File: src/common/hpc_cfg.svh
`ifndef HPC_CFG_SVH
`define HPC_CFG_SVH

// Byte offsets in the configuration image.
`define HPC_OFS_OPTIONS_TWO   8'h07
`define HPC_OFS_FIXED_MASK    8'h08
`define HPC_OFS_SP_PORT_OFF   8'h09
`define HPC_OFS_BP_PORT_OFF   8'h0a
`define HPC_OFS_SP_MAX_DRAW   8'h0b

// Reset values.
`define HPC_RST_OPTIONS_TWO   8'h90
`define HPC_RST_FIXED_MASK    8'h00
`define HPC_RST_SP_PORT_OFF   8'h00
`define HPC_RST_BP_PORT_OFF   8'h00
`define HPC_RST_SP_MAX_DRAW   8'h01

// Field positions in the options byte.
`define HPC_BIT_AUTO_SWITCH   7
`define HPC_BIT_OC_DLY_HI     5
`define HPC_BIT_OC_DLY_LO     4
`define HPC_BIT_COMPOUND      3

// Port bits 3..1 of the mask bytes map to downstream ports 3..1.
`define HPC_PORT_FIRST        1
`define HPC_PORTS             3

// Overcurrent delays in microseconds and the core clock rate in MHz.
`define HPC_CLK_MHZ           20
`define HPC_OC_DLY0_US        100
`define HPC_OC_DLY1_US        2000
`define HPC_OC_DLY2_US        4000
`define HPC_OC_DLY3_US        6000
`define HPC_OC_DLY0_CYC       (`HPC_OC_DLY0_US * `HPC_CLK_MHZ)
`define HPC_OC_DLY1_CYC       (`HPC_OC_DLY1_US * `HPC_CLK_MHZ)
`define HPC_OC_DLY2_CYC       (`HPC_OC_DLY2_US * `HPC_CLK_MHZ)
`define HPC_OC_DLY3_CYC       (`HPC_OC_DLY3_US * `HPC_CLK_MHZ)

// Draw count is in 2 mA steps, so 50 counts is 100 mA.
`define HPC_DRAW_STEP_MA      2
`define HPC_OC_CNT_W          17

`endif

File: src/common/hpc_pkg.sv
`default_nettype none
package hpc_pkg;

  typedef enum logic [0:0] {
    HPC_BUS  = 1'b0,
    HPC_SELF = 1'b1
  } hpc_pwr_t;

  typedef struct packed {
    logic       wr;
    logic       rd;
    logic [7:0] addr;
    logic [7:0] data;
  } hpc_cfg_req_t;

  typedef struct packed {
    logic       valid;
    logic [7:0] data;
  } hpc_cfg_rsp_t;

  typedef struct packed {
    logic [7:0]  options_two;
    logic [7:0]  fixed_mask;
    logic [7:0]  sp_off;
    logic [7:0]  bp_off;
    logic [7:0]  sp_draw;
    hpc_pwr_t    mode;
    logic [16:0] oc_cnt;
    logic        oc_flag;
    hpc_cfg_rsp_t rsp;
    logic [2:0]  port_off;
    logic [2:0]  port_fixed;
    logic        compound;
    logic        self_powered;
    logic [8:0]  draw_ma;
  } hpc_state_t;

endpackage
`default_nettype wire

File: src/rtl/hpc_power_config.sv
`timescale 1ns/1ps
`default_nettype none
`include "hpc_cfg.svh"

// Function
// RULE1 - Auto switch bit lets hub fall to bus power
// RULE2 - Auto switch returns to self power on supply
// RULE3 - Delay field selects 0.1, 2, 4, 6 ms
// RULE4 - Options bit 3 flags compound device membership
// RULE5 - Options bit 6 and bits 2:0 unused
// RULE6 - Fixed mask bits 3..1 mark non-removable ports
// RULE7 - Configurer keeps fixed mask bits 7:4, 0 zero
// RULE8 - Self-powered mask disables ports while self powered
// RULE9 - Bus-powered mask disables ports while bus powered
// RULE10 - Configurer sets contiguous ports, bit 0 zero
// RULE11 - Report self-powered upstream draw in 2 mA steps
// RULE12 - Configurer includes zero-current peripheral draw
// RULE13 - Count of 50 represents 100 mA
// RULE14 - Configurer keeps self draw at most 100 mA
// RULE15 - Auto switching ignores source select, uses detect
// RULE16 - Fixed mask applied only for compound device
// RULE17 - Overcurrent reported after sense held full delay
// RULE18 - Active disable mask follows current power mode
module hpc_power_config #(
  parameter int unsigned OC_DLY0_CYC = `HPC_OC_DLY0_CYC,
  parameter int unsigned OC_DLY1_CYC = `HPC_OC_DLY1_CYC,
  parameter int unsigned OC_DLY2_CYC = `HPC_OC_DLY2_CYC,
  parameter int unsigned OC_DLY3_CYC = `HPC_OC_DLY3_CYC
) (
  input  wire logic                  clk,                 // Core clock, 20 MHz.
  input  wire logic                  rst,                 // Asynchronous reset, active high.
  input  wire hpc_pkg::hpc_cfg_req_t cfg_req,             // Byte write/read from the config loader.
  output var  hpc_pkg::hpc_cfg_rsp_t cfg_rsp,             // Read answer, valid one cycle.
  input  wire logic                  local_supply_detect, // Local supply present.
  input  wire logic                  power_source_select, // Static self/bus choice, 1 = self.
  input  wire logic                  overcurrent_sense,   // Raw overcurrent sense, active high.
  output logic                       self_powered,        // Current power mode, 1 = self.
  output logic [2:0]                 port_off,            // Ports 3..1 permanently disabled.
  output logic [2:0]                 port_fixed,          // Ports 3..1 non-removable.
  output logic                       compound_device,     // Hub is part of a compound device.
  output logic                       overcurrent_flag,    // Qualified overcurrent.
  output logic [7:0]                 self_power_upstream_draw, // Self-powered draw count.
  output logic [8:0]                 upstream_draw_ma     // Same draw in mA.
);
  import hpc_pkg::*;

  hpc_state_t st;
  hpc_state_t next_st;
  logic [2:0] off_sp;
  logic [2:0] off_bp;
  logic [2:0] fixed_c;

  // Per-port slices of the mask bytes.
  for (genvar p = 0; p < `HPC_PORTS; p++) begin : g_port
    assign off_sp[p]  = st.sp_off[p + `HPC_PORT_FIRST];     // RULE8
    assign off_bp[p]  = st.bp_off[p + `HPC_PORT_FIRST];     // RULE9
    assign fixed_c[p] = st.fixed_mask[p + `HPC_PORT_FIRST]; // RULE6
  end

  function automatic logic [16:0] oc_target(input logic [1:0] sel);
    case (sel)
      2'h0:    oc_target = 17'(OC_DLY0_CYC); // RULE3
      2'h1:    oc_target = 17'(OC_DLY1_CYC);
      2'h2:    oc_target = 17'(OC_DLY2_CYC);
      2'h3:    oc_target = 17'(OC_DLY3_CYC);
      default: oc_target = 17'(OC_DLY1_CYC);
    endcase
  endfunction

  always_comb begin
    logic       auto_sw;
    logic [1:0] overcurrent_delay_select;
    logic [16:0] target;
    auto_sw                  = 1'b0;
    overcurrent_delay_select = 2'h0;
    target                   = 17'h0;
    next_st                  = st;

    // Bytes are written whole; reserved bits are kept but drive nothing.
    if (cfg_req.wr) begin
      case (cfg_req.addr)
        `HPC_OFS_OPTIONS_TWO: next_st.options_two = cfg_req.data; // RULE5
        `HPC_OFS_FIXED_MASK:  next_st.fixed_mask  = cfg_req.data;
        `HPC_OFS_SP_PORT_OFF: next_st.sp_off      = cfg_req.data;
        `HPC_OFS_BP_PORT_OFF: next_st.bp_off      = cfg_req.data;
        `HPC_OFS_SP_MAX_DRAW: next_st.sp_draw     = cfg_req.data;
        default: ;
      endcase
    end

    // Other offsets belong to neighbouring logic, so they read as zero here.
    next_st.rsp.valid = cfg_req.rd;
    if (cfg_req.rd) begin
      case (cfg_req.addr)
        `HPC_OFS_OPTIONS_TWO: next_st.rsp.data = st.options_two;
        `HPC_OFS_FIXED_MASK:  next_st.rsp.data = st.fixed_mask;
        `HPC_OFS_SP_PORT_OFF: next_st.rsp.data = st.sp_off;
        `HPC_OFS_BP_PORT_OFF: next_st.rsp.data = st.bp_off;
        `HPC_OFS_SP_MAX_DRAW: next_st.rsp.data = st.sp_draw;
        default:              next_st.rsp.data = 8'h00;
      endcase
    end

    // Power mode: the supply detect decides while auto switching is on.
    auto_sw = st.options_two[`HPC_BIT_AUTO_SWITCH];
    if (auto_sw) begin
      case (st.mode)
        HPC_SELF: if (!local_supply_detect) next_st.mode = HPC_BUS;  // RULE1
        HPC_BUS:  if (local_supply_detect)  next_st.mode = HPC_SELF; // RULE2 RULE15
        default:  next_st.mode = HPC_BUS;
      endcase
    end else begin
      next_st.mode = power_source_select ? HPC_SELF : HPC_BUS; // RULE1
    end

    // Mask outputs follow the mode in force this cycle.
    next_st.self_powered = (st.mode == HPC_SELF);
    next_st.port_off     = (st.mode == HPC_SELF) ? off_sp : off_bp; // RULE18 RULE8 RULE9
    next_st.compound     = st.options_two[`HPC_BIT_COMPOUND];       // RULE4
    next_st.port_fixed   = st.options_two[`HPC_BIT_COMPOUND] ? fixed_c : 3'h0; // RULE16 RULE6

    // Draw reported as a count and scaled by the step size.
    // Scaled from the byte being stored, so the count and mA outputs move together.
    next_st.draw_ma = 9'({1'b0, next_st.sp_draw} * `HPC_DRAW_STEP_MA); // RULE11 RULE13

    // Sense must stay high for the whole selected delay; any drop restarts it.
    overcurrent_delay_select = st.options_two[`HPC_BIT_OC_DLY_HI:`HPC_BIT_OC_DLY_LO];
    target                   = oc_target(overcurrent_delay_select);
    if (!overcurrent_sense) begin
      next_st.oc_cnt  = 17'h0;
      next_st.oc_flag = 1'b0;
    end else if (st.oc_cnt + 17'h1 >= target) begin
      next_st.oc_cnt  = target;
      next_st.oc_flag = 1'b1; // RULE17
    end else begin
      next_st.oc_cnt  = st.oc_cnt + 17'h1;
    end
  end

  always_ff @(posedge clk or posedge rst) begin
    if (rst) begin
      st              <= '0;
      st.options_two  <= `HPC_RST_OPTIONS_TWO;
      st.fixed_mask   <= `HPC_RST_FIXED_MASK;
      st.sp_off       <= `HPC_RST_SP_PORT_OFF;
      st.bp_off       <= `HPC_RST_BP_PORT_OFF;
      st.sp_draw      <= `HPC_RST_SP_MAX_DRAW;
      st.mode         <= HPC_BUS;
      st.draw_ma      <= 9'(`HPC_RST_SP_MAX_DRAW * `HPC_DRAW_STEP_MA);
    end else begin
      st <= next_st;
    end
  end

  assign cfg_rsp                  = st.rsp;
  assign self_powered             = st.self_powered;
  assign port_off                 = st.port_off;
  assign port_fixed               = st.port_fixed;
  assign compound_device          = st.compound;
  assign overcurrent_flag         = st.oc_flag;
  assign self_power_upstream_draw = st.sp_draw; // RULE11
  assign upstream_draw_ma         = st.draw_ma;

endmodule
`default_nettype wire

File: config.mk
export PLATFORM = sky130hd
export DESIGN_NAME = hpc_power_config
export DESIGN_NICKNAME = d
export VERILOG_FILES = /design/src/common/hpc_pkg.sv /design/src/rtl/hpc_power_config.sv
export VERILOG_INCLUDE_DIRS = /design/src /design/src/common
export SDC_FILE = /design/constraint.sdc
export NUM_CORES = 1
export LEC_CHECK = 0
export BUFFER_PORTS_ARGS = -buffer_cell sky130_fd_sc_hd__buf_4
export CAP_MARGIN = 20
export CORE_UTILIZATION = 49
export CTS_CLUSTER_SIZE = 24
export DETAILED_ROUTE_END_ITERATION = 6
export PLACE_DENSITY = 0.76
export SKIP_LAST_GASP = 1
export SLEW_MARGIN = 10
export SYNTH_ARGS = -nofsm -noshare
export SYNTH_HDL_FRONTEND = slang
export SYNTH_SLANG_ARGS = --single-unit
File: constraint.sdc
create_clock -name clk -period 3.1 [get_ports clk]
set_input_delay 0.465 -clock clk [delete_from_list [all_inputs] [get_ports clk]]
set_output_delay 0.465 -clock clk [all_outputs]
set_load 0.1 [all_outputs]
==> impl_metrics.yaml, run 1 <==
run_status:
  status: "complete, no violations"
synth:
  synth_simple_gate_area_share_pct: 9.47
  synthAdderAreaFrac_pct: 5.92
  syn_inst: 347
  syn_avg_cell_area_um2: 11.6
  yosysSeqAreaShare_pct: 47.4
  synth_compound_area_share_pct: 10.9
  synth.area.top_cells: "dfrtp_1 (45%), mux2_2 (12%), buf_4 (6.2%)"
  syn_nets: 389
  synth_xor_area_share_pct: 3.27
  synth_top_area_share_pct: 45.5
  synth_ff_type: "dfrtp_1"
  synth_top_family_by_area: "multiplexers"
  synth-async-reset-ratio_pct: 100
  ys_ff_latch: 76
  synth.distinct_cells: 49
  yosys.area.top_type: "dfrtp_1"
  synth_mux_area_share_pct: 14.3
  ys_warn_count: 0
  synth_edf_count: 0
  syn_area_um2: 4020
floorplan:
  core_area_um2: 7850
  initial_core_util_pct: 51.2
  dieArea_um2: 8570
  die_h_um: 92.6
  row_count: 32
  die_x_um: 92.6
  io_pins: 58
job:
  max_cap_violations: 0
cells_and_area:
  nets: 426
  layout_commonest_cell: "dfrtp_1"
  instances_no_fill: 491
  final_cell_mix: "dfrtp_1 (72), buf_4 (67), mux2_2 (44), nand2_1 (21), ha_1 (18)"
  final_core_util_pct: 58.9
  drive_above_1_share_pct: 38.8
  antennaDiodeCount: 0
  area_growth_pct: 15.0
timing:
  hold_viol: 0
  max_freq_mhz: 342
  period_needed_ns: 2.92
  tightest_slew_ns: 0.818
  rsz0062_at_grt: "true"
  finalSetupViolations: 0
  relSlewSlack_pct: 45.4
  period_share_pct: 94.3
  slew_viol_final: 0
  fin_worst_skew_ns: 0.0131
  fin_setup_tns_ns: 0
setup_path:
  reg2reg_to: "st[36]"
  critPathLaunchType: "flip-flop"
  critPathMaxFanout: 6
  path_class: "reg2reg"
  crit_path_start: "st[81]"
  crit_arrival_ns: 3.21
  r2r_cells: 10
  endpoint: "st[36]"
  required_ns: 3.38
  crit_path_end_kind: "flip-flop"
  regToRegSetupSlack_ns: 0.18
  timing.rr.start: "st[81]"
global_route:
  grt_pass1_wl_um: 13500
  grt_start_max_net_pins: 40
  grt_overflow: 0
  antenna_found_initial: 0
  grt_pass1_vias: 2761
  grtUsageTotal_pct: 20.7
drt:
  via_per_inst: 5.58
  drt_iter0_drc: 167
  wl_um: 8340
  vias: 2740
  drc: 0
  first_pass_iters: 5
  postRouteAntennaNets: 0
  wl_per_cell_um: 17.0
min_path:
  hold_class: "in2async"
clock_network:
  path_clk_slew_ns: 0.09
  cts_sinks: 76
  cts_tree: "done"
  cts_buffer_depth: 2
  cts_max_level: 3
  cts_inserted_buffers: 9
  cts_resized: 0
  postCtsSetupBuffers: 0
  cts_root_buffer: "clkbuf_8"
  clock_latency_ns: 0.35
  hold_buffers: 0
power_and_ir_drop:
  power_leakage_nw: 2.38
  vdd_drop_max_v: 0.000215
  power.density_nw_per_um2: 457
placement:
  gp_congestion: 0.854
  place_hpwl_um: 6000
  dp.cells: 475
  port_buffers: 56
-- cells in the mapped netlist, drive strengths merged (4+ instances only) --
cell type / number
o31ai: 7
mux2i: 8
ha: 19
dfrtp: 73
inv: 16
clkbuf: 5
o22ai: 8
and3: 7
xnor2: 11
nor2: 5
a222oi: 8
a21oi: 11
xor2: 4
o21ai: 12
a21o: 5
nand3: 7
nand2: 22
and2: 8
mux2: 44
buf: 37
-- per-stage QoR --
stage	hold slack [ns]	setup WS (ns)	total power [mW]	cell area (µm²)
after floorplan	0.408	0.284	1.28	4020
final	0.270	0.177	2.11	4620
after global placement	0.469	0.193	1.34	4380
after global routing	0.296	-0.00499	2.18	4620
after CTS	0.294	0.102	2.13	4590
after detailed placement	0.487	0.115	1.35	4380
-- per-layer routing --
metal / wire length (µm) / up-vias / part of all wire, % / global-route usage (%)
met1: 3710 / 1382 / 44 / 27.4
met4: 117 / 0 / 1.4 / 8.98
li1: - / 1285 / - / -
met3: 376 / 10 / 4.5 / 3.28
met2: 4140 / 63 / 50 / 33.6
met5: 0 / - / 0 / 0
-- report_power, final --
| group | switching, mW | leakage (nW) | total [mW] | internal (mW) |
|---|---|---|---|---|
| Sequential | 0.0287 | 1.03 | 1.05 | 1.03 |
| Clock | 0.379 | 0.0991 | 0.778 | 0.399 |
| Combinational | 0.192 | 1.25 | 0.277 | 0.0847 |
| Total | 0.600 | 2.38 | 2.11 | 1.51 |
-- worst min path at each step --
stage | cells after the start | to | slack (ns)
5_1_grt | 1 | cfg_rsp[8] | 0.30
6_report | 2 | port_off[1] | 0.27
3_5_place_dp | 0 | self_powered | 0.49
2_1_floorplan | 0 | compound_device | 0.41
4_1_cts | 1 | cfg_rsp[8] | 0.29
3_3_place_gp | 0 | compound_device | 0.47
-- worst max-delay path, stage by stage (launching register included) --
cell	delay (ns)
dfstp_2	0.58
inv_1	0.08
ha_1	0.29
inv_1	0.15
o21ai_0	0.15
ha_1	0.32
and4_1	0.22
nand4_1	0.23
a311o_2	0.44
a21oi_1	0.26
a31o_1	0.14
-- kinds of logic after synthesis --
family                     after synthesis
other                                    1
adders and majority gates               19
AOI/OAI and AO/OA                       60
and+or+nand+nor                         66
xor gates and xnor gates                15
buffers and inverters                   58
muxes                                   52
DFF                                     76
-- layout make-up --
cell class                 instances  area (µm²)
clock buffer                      10         138
clock inverter                     6        71.3
fill                             656        3230
inverter                          16        60.1
multi-input combinational        213        1790
sequential                        76        1910
tap                              102         128
timing repair buffer              68         523
-- state kept, by name, indices dropped and copies added, names as in the netlist --
signal            flops
port_fixed            3
cfg_rsp               9
off_bp                3
off_sp                3
overcurrent_flag      1
compound_device       1
self_powered          1
port_off              3
upstream_draw_ma      8
next_st               2
st                   39
fixed_c               3
Note: power is estimated with default switching activity, not from simulation.
==> run 2: changes to the inputs <==
--- a/config.mk
+++ b/config.mk
@@ -6,13 +6,13 @@
 export SDC_FILE = /design/constraint.sdc
 export NUM_CORES = 1
 export LEC_CHECK = 0
+export ABC_AREA = 1
 export BUFFER_PORTS_ARGS = -buffer_cell sky130_fd_sc_hd__buf_4
 export CAP_MARGIN = 20
 export CORE_UTILIZATION = 49
 export CTS_CLUSTER_SIZE = 24
 export DETAILED_ROUTE_END_ITERATION = 6
 export PLACE_DENSITY = 0.76
-export SKIP_LAST_GASP = 1
 export SLEW_MARGIN = 10
 export SYNTH_ARGS = -nofsm -noshare
 export SYNTH_HDL_FRONTEND = slang
==> run 2 against run 1 <==
Clock skew shrank 0.0068 ns. Clock power fell by 14%. Power up 32%. Critical path type unchanged. Critical endpoint unchanged.
==> impl_metrics.yaml, run 2 <==
global_route:
  grt_pass1_vias: 3283
  antenna_found_initial: 0
  grt_pass1_wl_um: 14700
  grt_start_max_net_pins: 77
  grt_overflow: 0
  grtUsageTotal_pct: 21.9
setup_path:
  cpPeakStageDelay_ns: 0.41
  crit_arrival_ns: 3.12
  worstPathCellList: "ha_2 > nand3_1 > nor2_1 > nand3_1 > nor3_1 > xor2_1 > ha_1 > nand4_1 > nor3_4 > nand3_1 > nor2_2 > nor2_4 > nand2_8 > nand2_1 > nand2_1 > nor2_1"
  crit_path_end_kind: "flip-flop"
  critPathMaxFanout: 18
  crit_path_top_delay_cell: "dfrtp_1"
  critPathLaunchType: "flip-flop"
  required_ns: 3.33
  cpMostUsedCell: "nand3_1"
  path_class: "reg2reg"
power_and_ir_drop:
  p_switching_mw: 1.05
  power.density_nw_per_um2: 605
  p_int_mw: 1.73
  power_leakage_nw: 2.39
  finalPower_mw: 2.78
  vdd_drop_max_v: 0.000357
  seqPwrFrac_pct: 42.7
  switching_share_pct: 37.7
  clock_power_share_pct: 24.1
  power_frac_comb_pct: 33.2
job:
  max_cap_violations: 0
timing:
  fin_worst_skew_ns: 0.00632
  period_needed_ns: 2.89
  timing.final.ws_setup_ns: 0.211
  slew_viol_final: 0
  hold_slack_ns: 0.261
  max_freq_mhz: 346
  relSlewSlack_pct: 39.5
  tightest_slew_ns: 0.907
  hold_viol: 0
  fin_setup_tns_ns: 0
  finalSetupViolations: 0
  period_share_pct: 93.2
cells_and_area:
  instances_no_fill: 644
  postLayoutCellArea_um2: 4600
  drive_above_1_share_pct: 18.4
  nets: 577
  largest_reg_flops: 39
  final_core_util_pct: 56.3
  antennaDiodeCount: 0
  largest-register: "st"
  layout_commonest_cell: "nand2_1"
  final_cell_mix: "nand2_1 (141), dfrtp_1 (73), buf_4 (60), inv_1 (55), o21ai_0 (55)"
  area_growth_pct: 12.1
clock_network:
  clock_latency_ns: 0.34
  cts_sinks: 76
  cts_root_buffer: "clkbuf_8"
  path_clk_slew_ns: 0.07
  cts_inserted_buffers: 9
  cts_tree: "done"
  hold_buffers: 0
  cts_max_level: 3
  cts_buffer_depth: 2
placement:
  gp_congestion: 0.887
  pre_cts_ws_ns: 0.213
  place_hpwl_um: 6240
  dpl_cell_area_um2: 4390
  port_buffers: 56
  dp.cells: 626
synth:
  synth_most_common_cell: "nand2_1"
  synth-async-reset-ratio_pct: 100
  yosys.area.top_type: "dfrtp_1"
  ys_warn_count: 0
  syn_avg_cell_area_um2: 8.15
  ys_ff_latch: 76
  syn_nets: 546
  syn_area_um2: 4110
  synth_edf_count: 0
  synth_ff_type: "dfrtp_1"
  yosysSeqAreaShare_pct: 46.4
  synth.distinct_cells: 34
  synthTopCellsByCount: "nand2_1 (142), dfrtp_1 (73), inv_1 (56)"
  synth.area.top_cells: "dfrtp_1 (44%), nand2_1 (13%), o21ai_0 (6.7%)"
  syn_inst: 504
  synth_top_area_share_pct: 44.5
drt:
  via_per_inst: 5.04
  drt_iter0_drc: 157
  wl_per_cell_um: 13.3
  wl_um: 8540
  vias: 3243
  first_pass_iters: 5
  postRouteAntennaNets: 0
  drc: 0
floorplan:
  row_count: 33
  initial_core_util_pct: 50.2
  io_pins: 58
  die_x_um: 93.5
  core_area_um2: 8180
  die_h_um: 93.5
  dieArea_um2: 8750
min_path:
  hold_class: "in2reg"
run_status:
  status: "complete, no violations"
## run 2: changes by cell type after synthesis, sizes merged, moves of 8 or more
cell and change:
o21ai +44, a222oi -8, o22ai -8, mux2 -43, and2 -8, nor2 +41
mux2i -8, nand3 +9, inv +40, xnor2 -11, nand2 +126
## run 2: metal layers
metal	vias to the layer above	track usage (%)	part of all wire, %
li1	1622	-	-
met1	1513	27.1	43
met2	96	37.3	50
met3	12	5.28	5.1
met4	0	7.95	1.2
met5	-	0	0
## run 2: layout make-up
type | instances | area, µm²
clock buffers | 13 | 159
clock inverters | 2 | 10.0
fillers | 739 | 3570
inverters | 58 | 218
multi-input cells | 330 | 1730
flip-flops and latches | 76 | 1910
well taps | 105 | 131
repair buffers | 60 | 450
## run 2: power groups by stage
stage	Combinational [mW]	Sequential, mW	Clock (mW)
2_1_floorplan	0.687	1.23	0
6_report	0.925	1.19	0.670
4_1_cts	0.875	1.19	0.686
5_1_grt	1.04	1.20	0.732
3_3_place_gp	0.844	1.20	0
3_5_place_dp	0.868	1.21	0
## run 2: what timing repair did
action	CTS	global route
buffers inserted	0	3
setup endpoints to repair	0	16
resized for setup	0	7
## run 2: cells by family (layout without fill, tap and decap cells)
family	Yosys count	count (layout)	synth area share (%)
AND/OR/NAND/NOR	225	225	23.3
adder cells (fa/ha/maj)	19	19	5.79
AO/OA/AOI/OAI	74	74	9.88
other	1	1	0.0913
multiplexers	1	1	0.274
buffers and inverters	98	133	12.1
XOR/XNOR	10	10	2.13
flip-flops	76	76	46.4
## run 2: path summary, 6_finish.rpt
check	startpoint	to	slack, ns	depth (start not counted)
worst min register to register	st[76]	st[76]	0.49	2
max in group asynchronous	rst	st[73]	2.12	3
worst min-delay path	cfg_req[16]	cfg_rsp[8]	0.26	1
min in group asynchronous	rst	st[33]	0.40	3
worst max register to register	st[27]	st[36]	0.21	16
worst max-delay path	st[27]	st[36]	0.21	16
## run 2: worst max-delay path, delay by kind of cell, from the launching register on
kind | cells | cell delay (ns)
simple gates | 13 | 1.71
fa+ha+maj | 2 | 0.53
flops | 1 | 0.41
xor+xnor | 1 | 0.13
